==> src/apc_pkg.sv <==
// Package for the audio port pin configuration register bank.
// Assumes an APB master with 32-bit data and one register per aligned word.
// How it works
// (RULE1) PDM input-pin source overridden to serial input
// (RULE2) Shared bit makes output pin bidirectional
// (RULE3) Record power-down pin select encoding
// (RULE4) Record powerdown is pin OR register
// (RULE5) Playback power-down pin select encoding
// (RULE6) Playback powerdown is pin OR register
// (RULE7) Mic bias enable pin select
// (RULE8) Aux converter start pin select
// (RULE9) Reserved bits read zero, writes ignored
// (RULE10) Primary port disable bit, resets enabled
// (RULE11) Secondary port disable resets to one
// (RULE12) Gang bit copies primary settings to secondary
// (RULE13) Daisy mode field selects chained port
// (RULE14) Daisy chaining leaves one port only
// (RULE15) Daisy input source select encoding
// (RULE16) Software never writes daisy mode three
// (RULE17) PDM pair select encoding
// (RULE18) Pin controls synchronised before use
package apc_pkg;
  // Printed offsets are not all multiples of four: these are indices
  localparam logic [7:0] APC_IDX_PIN_A = 8'h14;
  localparam logic [7:0] APC_IDX_PIN_B = 8'h15;
  localparam logic [7:0] APC_IDX_SPORT = 8'h18;
  localparam logic [7:0] APC_IDX_CTRL = 8'h1C;
  localparam logic [7:0] APC_IDX_STAT = 8'h1D;
  localparam logic [7:0] APC_IDX_PDM = 8'h1E;
  localparam int APC_AW = 10;
  localparam logic [7:0] APC_RST_PIN_A = 8'h00;
  localparam logic [7:0] APC_RST_PIN_B = 8'h00;
  localparam logic [7:0] APC_RST_SPORT = 8'h40;
  localparam logic [7:0] APC_RST_CTRL = 8'h00;
  localparam logic [7:0] APC_RST_PDM = 8'h00;
  localparam logic [7:0] APC_MASK_PIN_A = 8'hFC;
  localparam logic [7:0] APC_MASK_PIN_B = 8'hF0;
  localparam logic [7:0] APC_MASK_SPORT = 8'hFF;
  localparam logic [7:0] APC_MASK_CTRL = 8'h03;
  localparam logic [7:0] APC_MASK_PDM = 8'h0F;
  // Field positions
  localparam int APC_B_OVRD = 7;
  localparam int APC_B_SHARED = 6;
  localparam int APC_F_RECPD = 4;
  localparam int APC_F_PLAYPD = 2;
  localparam int APC_F_MBIAS = 6;
  localparam int APC_F_AUXST = 4;
  localparam int APC_B_PDIS = 7;
  localparam int APC_B_SDIS = 6;
  localparam int APC_B_GANG = 5;
  localparam int APC_F_DAISY = 3;
  localparam int APC_F_DIN = 0;
  localparam int APC_F_PDMA = 2;
  localparam int APC_F_PDMB = 0;
  localparam int APC_SYNC_STAGES = 2;
  // Pin select codes
  localparam logic [1:0] APC_SEL_OFF = 2'h0;
  localparam logic [1:0] APC_SEL_GP1 = 2'h1;
  localparam logic [1:0] APC_SEL_GP2 = 2'h2;
  localparam logic [1:0] APC_SEL_GPI = 2'h3;
  localparam logic [2:0] APC_DIN_SERIAL = 3'h5;
  localparam logic [1:0] APC_DAISY_OFF = 2'h0;
  localparam logic [1:0] APC_DAISY_PRI = 2'h1;
  localparam logic [1:0] APC_DAISY_SEC = 2'h2;
  typedef enum logic [1:0] {APC_ST_IDLE, APC_ST_ACCESS} apc_bus_st_t;
endpackage : apc_pkg

==> src/apc_pin_if.sv <==
// Interface carrying synchronised general pins between top and pin sync.
// Assumes one clock domain.
`timescale 1ns/100ps
`default_nettype none
interface apc_pin_if #(
  parameter int WIDTH = 3
);
  logic [WIDTH-1:0] pins;
  modport src (output pins);
  modport dst (input pins);
endinterface : apc_pin_if
`default_nettype wire

==> src/apc_pin_sync.sv <==
// Two-stage synchroniser for the general pins and serial input pin.
// Assumes pins are asynchronous to pclk.
`timescale 1ns/100ps
`default_nettype none
module apc_pin_sync #(
  parameter int WIDTH = 3
) (
  // Clock and reset
  input wire logic pclk,
  input wire logic presetn,
  // Raw pins
  input wire logic [WIDTH-1:0] raw,
  // Synchronised pins
  apc_pin_if.src out
);
  import apc_pkg::*;
  typedef struct packed {
    logic [WIDTH-1:0] s1;
    logic [WIDTH-1:0] s2;
  } apc_sync_t;
  apc_sync_t st_q, st_d;
  always_comb begin
    st_d.s1 = raw;
    st_d.s2 = st_q.s1;
  end
  always_ff @(posedge pclk or negedge presetn) begin
    if (!presetn) begin
      st_q <= '0;
    end else begin
      st_q <= st_d; // [RULE18]
    end
  end
  assign out.pins = st_q.s2;
endmodule : apc_pin_sync
`default_nettype wire

==> src/apc_pin_mux.sv <==
// Picks one of the synchronised general pins by a two-bit select.
// Assumes select codes: off, pin one, pin two, input pin.
`timescale 1ns/100ps
`default_nettype none
module apc_pin_mux (
  // Select and pins
  input wire logic [1:0] sel,
  apc_pin_if.dst pins,
  // Result
  output logic hit
);
  import apc_pkg::*;
  always_comb begin
    case (sel)
      APC_SEL_GP1: hit = pins.pins[0];
      APC_SEL_GP2: hit = pins.pins[1];
      APC_SEL_GPI: hit = pins.pins[2];
      default: hit = 1'b0;
    endcase
  end
endmodule : apc_pin_mux
`default_nettype wire

==> src/apc_regs.sv <==
// Audio port pin configuration register bank, APB slave.
// Assumes APB3 master; pins asynchronous; single clock pclk.
//
// Register access over APB was chosen for this implementation.
`timescale 1ns/100ps
`default_nettype none
module apc_regs (
  // APB
  input wire logic pclk,
  input wire logic presetn,
  input wire logic psel,
  input wire logic penable,
  input wire logic pwrite,
  input wire logic [apc_pkg::APC_AW-1:0] paddr,
  input wire logic [31:0] pwdata,
  output logic [31:0] prdata,
  output logic pready,
  output logic pslverr,
  // Device pins
  input wire logic gpio_one_in,
  input wire logic gpio_two_in,
  input wire logic gpin_in,
  input wire logic serial_din_in,
  // Control outputs
  output logic record_conv_pd,
  output logic playback_conv_pd,
  output logic mic_bias_en,
  output logic aux_conv_start,
  output logic primary_port_en,
  output logic secondary_port_en,
  output logic secondary_gang,
  output logic [1:0] daisy_mode,
  output logic daisy_in,
  output logic dout_shared,
  output logic pdm_pair_a_data,
  output logic pdm_pair_b_data
);
  import apc_pkg::*;

  typedef struct packed {
    apc_bus_st_t bus;
    logic [7:0] pin_a;
    logic [7:0] pin_b;
    logic [7:0] sport;
    logic [7:0] ctrl;
    logic [7:0] pdm;
    logic [31:0] rdata;
    logic ready;
    logic err;
    logic rec_pd;
    logic play_pd;
    logic mbias;
    logic aux_st;
    logic aux_prev;
    logic p_en;
    logic s_en;
    logic gang;
    logic [1:0] daisy;
    logic din;
    logic shared;
    logic pdm_a;
    logic pdm_b;
  } apc_state_t;

  apc_state_t st_q, st_d;

  apc_pin_if gp ();
  apc_pin_if #(.WIDTH(1)) sd ();
  logic rec_hit, play_hit, mb_hit, aux_hit, pa_hit, pb_hit;

  apc_pin_sync #(.WIDTH(3)) u_gp_sync (
    .pclk(pclk),
    .presetn(presetn),
    .raw({gpin_in, gpio_two_in, gpio_one_in}),
    .out(gp)
  );
  apc_pin_sync #(.WIDTH(1)) u_sd_sync (
    .pclk(pclk),
    .presetn(presetn),
    .raw(serial_din_in),
    .out(sd)
  );

  apc_pin_mux u_rec (.sel(st_q.pin_a[APC_F_RECPD +: 2]), .pins(gp), .hit(rec_hit)); // [RULE3]
  apc_pin_mux u_play (.sel(st_q.pin_a[APC_F_PLAYPD +: 2]), .pins(gp), .hit(play_hit)); // [RULE5]
  apc_pin_mux u_mb (.sel(st_q.pin_b[APC_F_MBIAS +: 2]), .pins(gp), .hit(mb_hit)); // [RULE7]
  apc_pin_mux u_aux (.sel(st_q.pin_b[APC_F_AUXST +: 2]), .pins(gp), .hit(aux_hit)); // [RULE8]
  apc_pin_mux u_pa (.sel(st_q.pdm[APC_F_PDMA +: 2]), .pins(gp), .hit(pa_hit)); // [RULE17]
  apc_pin_mux u_pb (.sel(st_q.pdm[APC_F_PDMB +: 2]), .pins(gp), .hit(pb_hit)); // [RULE17]

  // Register index from byte address
  function automatic logic [7:0] reg_idx(input logic [APC_AW-1:0] a);
    reg_idx = a[APC_AW-1:2];
  endfunction : reg_idx

  // Known register index
  function automatic logic mapped(input logic [7:0] i);
    mapped = (i == APC_IDX_PIN_A) || (i == APC_IDX_PIN_B) || (i == APC_IDX_SPORT) ||
             (i == APC_IDX_CTRL) || (i == APC_IDX_STAT) || (i == APC_IDX_PDM);
  endfunction : mapped

  // Write-protected registers (status only); reserved bits are masked on write
  function automatic logic writable(input logic [7:0] i);
    writable = (i != APC_IDX_STAT);
  endfunction : writable

  function automatic logic pdm_src(input logic [1:0] sel, input logic hit, input logic ovrd,
                                   input logic din);
    if (ovrd && (sel == APC_SEL_GPI)) begin
      pdm_src = din;
    end else begin
      pdm_src = hit;
    end
  endfunction : pdm_src

  logic [7:0] idx;
  logic [7:0] status;
  logic reg_rec_pd, reg_play_pd;
  logic [2:0] din_sel;
  logic [1:0] dmode;

  assign idx = reg_idx(paddr);
  assign reg_rec_pd = st_q.ctrl[0];
  assign reg_play_pd = st_q.ctrl[1];
  assign din_sel = st_q.sport[APC_F_DIN +: 3];
  assign dmode = st_q.sport[APC_F_DAISY +: 2];
  assign status = {st_q.shared, st_q.din, st_q.aux_st, st_q.mbias, st_q.play_pd,
                   st_q.rec_pd, st_q.s_en, st_q.p_en};

  always_comb begin
    st_d = st_q;
    st_d.ready = 1'b0;
    st_d.err = 1'b0;
    // APB access: no wait state, answer in access phase
    case (st_q.bus)
      APC_ST_IDLE: begin
        if (psel && !penable) begin
          st_d.bus = APC_ST_ACCESS;
          st_d.ready = 1'b1;
          st_d.err = !mapped(idx) || (pwrite && !writable(idx));
          st_d.rdata = 32'h0000_0000;
          if (!pwrite) begin
            case (idx)
              APC_IDX_PIN_A: st_d.rdata[7:0] = st_q.pin_a; // [RULE9]
              APC_IDX_PIN_B: st_d.rdata[7:0] = st_q.pin_b; // [RULE9]
              APC_IDX_SPORT: st_d.rdata[7:0] = st_q.sport;
              APC_IDX_CTRL: st_d.rdata[7:0] = st_q.ctrl;
              APC_IDX_STAT: st_d.rdata[7:0] = status;
              APC_IDX_PDM: st_d.rdata[7:0] = st_q.pdm;
              default: st_d.rdata = 32'h0000_0000;
            endcase
          end
        end
      end
      APC_ST_ACCESS: begin
        st_d.bus = APC_ST_IDLE;
        if (psel && penable && pwrite) begin
          case (idx)
            APC_IDX_PIN_A: st_d.pin_a = pwdata[7:0] & APC_MASK_PIN_A; // [RULE9]
            APC_IDX_PIN_B: st_d.pin_b = pwdata[7:0] & APC_MASK_PIN_B; // [RULE9]
            APC_IDX_SPORT: st_d.sport = pwdata[7:0] & APC_MASK_SPORT;
            APC_IDX_CTRL: st_d.ctrl = pwdata[7:0] & APC_MASK_CTRL;
            APC_IDX_PDM: st_d.pdm = pwdata[7:0] & APC_MASK_PDM;
            default: st_d.pdm = st_q.pdm;
          endcase
        end
      end
      default: st_d.bus = APC_ST_IDLE;
    endcase

    // Control outputs from current configuration
    st_d.rec_pd = rec_hit | reg_rec_pd; // [RULE4]
    st_d.play_pd = play_hit | reg_play_pd; // [RULE6]
    st_d.mbias = mb_hit;
    st_d.aux_prev = aux_hit;
    st_d.aux_st = aux_hit & ~st_q.aux_prev;
    st_d.shared = st_q.pin_a[APC_B_SHARED]; // [RULE2]
    st_d.gang = st_q.sport[APC_B_GANG]; // [RULE12]
    st_d.daisy = dmode;
    // Daisy mode leaves only the chained port available
    case (dmode)
      APC_DAISY_PRI: begin
        st_d.p_en = ~st_q.sport[APC_B_PDIS]; // [RULE14]
        st_d.s_en = 1'b0; // [RULE13]
      end
      APC_DAISY_SEC: begin
        st_d.p_en = 1'b0; // [RULE13]
        st_d.s_en = ~st_q.sport[APC_B_SDIS]; // [RULE14]
      end
      default: begin
        st_d.p_en = ~st_q.sport[APC_B_PDIS]; // [RULE10]
        st_d.s_en = ~st_q.sport[APC_B_SDIS]; // [RULE11]
      end
    endcase
    // Daisy input source
    case (din_sel)
      3'h1: st_d.din = gp.pins[0]; // [RULE15]
      3'h2: st_d.din = gp.pins[1];
      3'h3: st_d.din = gp.pins[2];
      APC_DIN_SERIAL: st_d.din = sd.pins[0];
      default: st_d.din = 1'b0;
    endcase
    if (dmode == APC_DAISY_OFF) begin
      st_d.din = 1'b0;
    end
    st_d.pdm_a = pdm_src(st_q.pdm[APC_F_PDMA +: 2], pa_hit, st_q.pin_a[APC_B_OVRD], sd.pins[0]); // [RULE1]
    st_d.pdm_b = pdm_src(st_q.pdm[APC_F_PDMB +: 2], pb_hit, st_q.pin_a[APC_B_OVRD], sd.pins[0]); // [RULE1]
  end

  always_ff @(posedge pclk or negedge presetn) begin
    if (!presetn) begin
      st_q <= '0;
      st_q.bus <= APC_ST_IDLE;
      st_q.pin_a <= APC_RST_PIN_A;
      st_q.pin_b <= APC_RST_PIN_B;
      st_q.sport <= APC_RST_SPORT; // [RULE11]
      st_q.ctrl <= APC_RST_CTRL;
      st_q.pdm <= APC_RST_PDM;
    end else begin
      st_q <= st_d;
    end
  end

  assign prdata = st_q.rdata;
  assign pready = st_q.ready;
  assign pslverr = st_q.err;
  assign record_conv_pd = st_q.rec_pd;
  assign playback_conv_pd = st_q.play_pd;
  assign mic_bias_en = st_q.mbias;
  assign aux_conv_start = st_q.aux_st;
  assign primary_port_en = st_q.p_en;
  assign secondary_port_en = st_q.s_en;
  assign secondary_gang = st_q.gang;
  assign daisy_mode = st_q.daisy;
  assign daisy_in = st_q.din;
  assign dout_shared = st_q.shared;
  assign pdm_pair_a_data = st_q.pdm_a;
  assign pdm_pair_b_data = st_q.pdm_b;
endmodule : apc_regs
`default_nettype wire

==> config.mk <==
export PLATFORM = sky130hd
export DESIGN_NAME = apc_regs
export DESIGN_NICKNAME = d
export VERILOG_FILES = /design/src/apc_pkg.sv /design/src/apc_pin_if.sv /design/src/apc_pin_sync.sv /design/src/apc_pin_mux.sv /design/src/apc_regs.sv
export SDC_FILE = /design/constraint.sdc
export NUM_CORES = 1
export LEC_CHECK = 0
export ABC_AREA = 1
export BUFFER_PORTS_ARGS = -buffer_cell sky130_fd_sc_hd__buf_2
export CORE_ASPECT_RATIO = 0.7
export CORE_MARGIN = 5
export CORE_UTILIZATION = 54
export DETAILED_ROUTE_END_ITERATION = 6
export PLACE_DENSITY_LB_ADDON = 0.15
export RECOVER_POWER = 50
export SYNTH_ARGS = -nofsm -noshare
export SYNTH_HDL_FRONTEND = slang
export SYNTH_SLANG_ARGS = --single-unit
==> constraint.sdc <==
create_clock -name pclk -period 1.95 [get_ports pclk]
set_clock_uncertainty 0.05 [all_clocks]
set_input_delay 0.195 -clock pclk [delete_from_list [all_inputs] [get_ports pclk]]
set_output_delay 0.195 -clock pclk [all_outputs]
set_load 0.02 [all_outputs]
==> flow_summary.ini, run 1 <==
[timing]
report.final.slew_viol_count = 0
relSlewSlack_pct = 39.9
max_clock_freq_mhz = 697
worstMarginPinSlew_ns = 0.902
setup_viol = 0
setup_slack_ns = 0.516
fin_crit_sh_pct = 73.6
fin_setup_tns_ns = 0
hold_viol = 0
rsz0062_at_grt = false
finalCriticalPeriod_ns = 1.43

[floorplanning]
die_h_um = 71.7
die_w_um = 98.1
std_cell_rows = 22
die-area_sq_mm = 0.00703
ios = 98
initial_core_util_pct = 55.8
core-area_sq_mm = 0.00526

[setup_path]
critical_path_class = flip-flop to flip-flop
start_kind = flip-flop
worstPathArrival_ns = 1.60
endpoint_kind = flip-flop
cp_max_fo = 12
cp.required_ns = 2.11

[power_and_ir_drop]
power_w = 0.00242
peakVddDrop_mv = 0.559
p_leak_nw = 1.74
p_per_area_mw_per_mm2 = 729

[run_status]
status = complete, no violations

[yosys]
synth.area.top_cells = dfrtp_1 48%, buf_4 9.0%, nand3_1 8.2%
ys_ff_latch = 57
synth_flop_cell = dfrtp_1
synth_cells = 329
synth_commonest_cells = 57 x nand2_1, 56 x dfrtp_1, 48 x nand3_1
synth_edf_count = 0
yosysTopAreaCellShare_pct = 47.8
ys_seq_area_share_pct = 48.7
yosys.area.top_type = dfrtp_1
synth.most_common_cell = nand2_1
ys_types = 28
syn_area_sq_mm = 0.00293
synthArstFlopShare_pct = 100
ys.warnings.count = 0
synth.avg_cell_area_sq_um = 8.92

[drt]
wirelength_mm = 6.24
wl_per_cell_um = 13.7
drt-initial-drc-count = 143
dr.pass1.iters = 4
viasPerCell = 4.91
drcViolationCount = 0
ant_nets = 0
routed-via-count = 2238

[global_route]
grt_util_met1_pct = 27.1
grt_pass1_wl_mm = 10.3
grt_use_met2_pct = 27.7
grtUsageTotal_pct = 19.0
grt_overflow_total = 0
grt_antenna_before_repair = 0
grt_max_degree = 27
grt_use_met3_pct = 7.00
grt_pass1_vias = 2062
grt_busiest_layer = met2

[cts]
root_buffer = clkbuf_8
cts.sinks = 57
postCtsSetupRepairBufs = 0
h-tree-depth = 3
cts_hold_buf = 5
clk_path_buf_depth = 2
numCtsBuffers = 9
path_clk_slew_ns = 0.06
clk_latency_ns = 0.33
cts_tree = done
post_cts_resized = 0

[placement]
dp.cells = 436
io_buffers = 47
gp_congestion = 0.901
dpl.hpwl_mm = 4.72
post-place-ws_ns = 0.503

[final_layout]
n_fill_cell = 488
final_cells = 456
nNetsFinal = 434
drive_above_1_share_pct = 25.0
antenna_cells = 0
syn_to_final_growth_pct = 13.0

[hold_path]
hold_path_class = input port to flip-flop

[run]
cap_viol_max_count = 0
-- routing by layer --
layer  up-vias  wire (um)
li1       1114          -
met1      1028       2920
met2        89       2670
met3         7        590
met4         0         51
met5         -          0
-- stage by stage --
stage               utilization (%)  area [sq um]  hold slack (ns)
detailed placement             58.8          3090           0.0867
global placement               58.8          3090           0.0832
CTS                            63.2          3320           0.0367
floorplan                         -          3020           -0.151
global route                   63.1          3320           0.0398
finish                         63.1          3320           0.0461
-- cell usage in the layout (no fill, tap or decap), types with 2 or more instances in the layout --
master and n:
a21oi_1 10, a31oi_1 3, buf_2 46, buf_4 4, clkbuf_1 5, clkbuf_8 9
conb_1 24, dfrtp_1 56, dlygate4sd3_1 5, ha_1 3, inv_1 41, nand2_1 57
nand2_2 8, nand3_1 48, nand4_1 5, nor2_1 5, nor2_4 6, o21ai_0 11
o21ai_1 10, o21ai_2 14, o21bai_1 2
-- layout make-up --
class,instances,area [sq um],share of cell area (%)
tap,72,90.1,2.72
clock inverter,3,42.5,1.28
inverter,43,161,4.87
clock buffer,12,135,4.08
multi-input combinational,211,1120,33.8
timing repair buffer,58,338,10.2
sequential,57,1430,43.1
-- worst max-delay path: stages (launching register included) --
cell     delay, ns
dfrtp_1       0.36
nand4_1       0.17
inv_2         0.18
nand3_2       0.31
nand2_1       0.18
o21ai_2       0.06
-- final timing paths --
kind                                                    to  depth (start not counted)                   startpoint  slack, ns
setup reg to reg                      st_q[82]$_DFFE_PN0P_                          5         st_q[88]$_DFFE_PN0P_       0.52
hold / removal                        st_q[51]$_DFFE_PN0P_                          3                    pwdata[3]       0.05
min in group asynchronous      u_gp_sync.st_d[2]$_DFF_PN0_                          2                      presetn       0.46
setup / recovery                      st_q[82]$_DFFE_PN0P_                          5         st_q[88]$_DFFE_PN0P_       0.52
max in group asynchronous                pslverr$_DFF_PN0_                          3                      presetn       0.63
hold reg to reg            u_gp_sync.out.pins[1]$_DFF_PN0_                          0  u_gp_sync.st_d[1]$_DFF_PN0_       0.30
-- sequential cells by signal, indices dropped and copies added, names as in the netlist, 2 cells and up --
| name | cells |
|---|---|
| st_q | 17 |
| daisy_mode | 2 |
| dmode | 2 |
| din_sel | 3 |
| u_gp_sync.st_d | 3 |
| prdata | 8 |
| st_d | 2 |
| u_gp_sync.out.pins | 3 |
-- cells by family after synthesis --
logic type	after synthesis	share of synthesized area [%]
flip-flops	57	48.7
adder cells (fa/ha/maj)	3	1.28
buffers and inverters	84	16.1
AO/OA/AOI/OAI	50	10.6
other	1	0.128
AND/OR/NAND/NOR	134	23.2
-- power by group --
group | switching [W] | total [W] | internal, W
Clock | 0.000430 | 0.00101 | 0.000582
Combinational | 0.000142 | 0.000193 | 0.0000504
Sequential | 0.0000126 | 0.00121 | 0.00120
Total | 0.000585 | 0.00242 | 0.00183
No activity file was read; power rests on OpenSTA's default activity.
==> inputs of run 2 (changes only) <==
Settings changed: CORE_UTILIZATION 54 to 50.
Clock period 1.95 ns to 1.4 ns, I/O delays scaled along.
==> flow_summary.ini, run 2 (same netlist as run 1, synthesis figures left out) <==
[power_and_ir_drop]
clock_power_share_pct = 45.4
p_switching_w = 0.000862
p_per_area_mw_per_mm2 = 1050
peakVddDrop_mv = 0.661
combPwrFrac_pct = 7.7
p_leak_nw = 1.79
internal_power_w = 0.00274
power_frac_seq_pct = 46.9
p_sw_share_pct = 23.9

[timing]
rsz0062_at_grt = false
finalCriticalPeriod_ns = 1.27
setup_viol = 0
hold_viol = 0
max_clock_freq_mhz = 789
fin_crit_sh_pct = 90.6
report.final.slew_viol_count = 0

[global_route]
grt_antenna_before_repair = 0
grt_max_degree = 27
grt_pass1_wl_mm = 10.7
grt_overflow_total = 0
grtUsageTotal_pct = 19.2
grt_pass1_vias = 2180

[final_layout]
design_area_sq_mm = 0.00343
drive_above_1_share_pct = 26.0
final_common_cell = nand2_1
layout.cells.most_common_list = 57 x nand2_1, 56 x dfrtp_1, 48 x nand3_1
largest_reg_flops = 17
nNetsFinal = 441
syn_to_final_growth_pct = 16.8
regMostFlops = st_q
utilization_pct = 60.1
antenna_cells = 0

[run]
cap_viol_max_count = 0

[cts]
clk_path_buf_depth = 2
h-tree-depth = 3
clk_latency_ns = 0.35
cts_tree = done
root_buffer = clkbuf_8
cts.sinks = 57
path_clk_slew_ns = 0.06
numCtsBuffers = 9

[floorplanning]
die_h_um = 74.1
core-area_sq_mm = 0.00570
ios = 98
die-area_sq_mm = 0.00752
initial_core_util_pct = 51.5
die_w_um = 102
std_cell_rows = 23

[placement]
dpl.hpwl_mm = 4.93
placed_area_sq_mm = 0.00314
gp_congestion = 0.875
io_buffers = 47

[setup_path]
worstPathArrival_ns = 1.45
cp.required_ns = 1.58
cp_max_fo = 12
ff2ff_setup_slack_ns = 0.13
start_kind = flip-flop
endpoint_kind = flip-flop
r2r_end = st_q[84]$_DFFE_PN0P_
critical_path_class = flip-flop to flip-flop
r2r_cells = 5
rr_startpoint = st_q[88]$_DFFE_PN0P_

[hold_path]
holdPathEnd = st_q[70]$_DFFE_PN1P_
hold_path_class = input port to flip-flop
min-delay-start = pwdata[6]
min_path_cells = 3

[drt]
drcViolationCount = 0
wl_per_cell_um = 13.9
routed-via-count = 2221
drt-initial-drc-count = 128
dr.pass1.iters = 4
ant_nets = 0
wirelength_mm = 6.51
viasPerCell = 4.76

[run_status]
status = complete, no violations
[run 2: power groups by stage]
stage	Sequential, W	Combinational (W)	Clock (W)
after floorplan	0.00172	0.000194	0
after global placement	0.00172	0.000267	0
after detailed placement	0.00172	0.000271	0
after CTS	0.00169	0.000291	0.00167
after global routing	0.00169	0.000311	0.00176
final	0.00169	0.000277	0.00163
[run 2: timing repair]
item	CTS	global route
gates resized for setup	1	0
endpoints found under the setup margin	3	4
hold buffers	9	0
buffers inserted	0	1
endpoints found under the hold margin	23	0
pin swaps	0	1
[run 2: final cells by class]
type / instances / area (sq um)
Clock inverter: 6 / 82.6
Fill cell: 533 / 2270
Sequential cell: 57 / 1430
Inverter: 43 / 161
Timing Repair Buffer: 65 / 405
Clock buffer: 10 / 128
Multi-Input combinational cell: 211 / 1130
Tap cell: 75 / 93.8
[run 2: worst max-delay path by stage]
stage,from,to
detailed placement,paddr[2],st_q[84]$_DFFE_PN0P_
global route,st_q[88]$_DFFE_PN0P_,st_q[82]$_DFFE_PN0P_
floorplan,st_q[88]$_DFFE_PN0P_,st_d[6]$_DFFE_PN0P_
CTS,st_q[88]$_DFFE_PN0P_,st_q[71]$_DFFE_PN0P_
finish,st_q[88]$_DFFE_PN0P_,st_q[84]$_DFFE_PN0P_
global placement,paddr[2],st_q[84]$_DFFE_PN0P_
[run 2: per-layer routing]
| metal | GRT usage [%] | vias up | part of all wire (%) |
|---|---|---|---|
| met1 | 26.4 | 1020 | 47 |
| met4 | 5.90 | 0 | 1.6 |
| met2 | 29.0 | 65 | 43 |
| met5 | 0 | - | 0 |
| li1 | - | 1126 | - |
| met3 | 6.65 | 10 | 7.9 |
[run 2: critical path, cell delays in order, from the launching register on]
cell and delay (ns):
dfrtp_1 0.34, nand4_1 0.15, inv_2 0.19, nand3_4 0.21, nand2_1 0.15, o21ai_2 0.06
[run 2: through the flow]
| step | power (W) | TNS [ns] | std cells | setup WS (ns) | hold slack, ns |
|---|---|---|---|---|---|
| after global routing | 0.00376 | 0 | 467 | 0.0389 | 0.0242 |
| after detailed placement | 0.00199 | -0.0540 | 441 | -0.0353 | 0.0703 |
| final | 0.00360 | 0 | 467 | 0.132 | 0.0252 |
| after CTS | 0.00365 | 0 | 466 | 0.0628 | 0.0206 |
| after floorplan | 0.00192 | 0 | 352 | 0.230 | -0.206 |
| after global placement | 0.00199 | 0 | 441 | 0.0180 | 0.0656 |
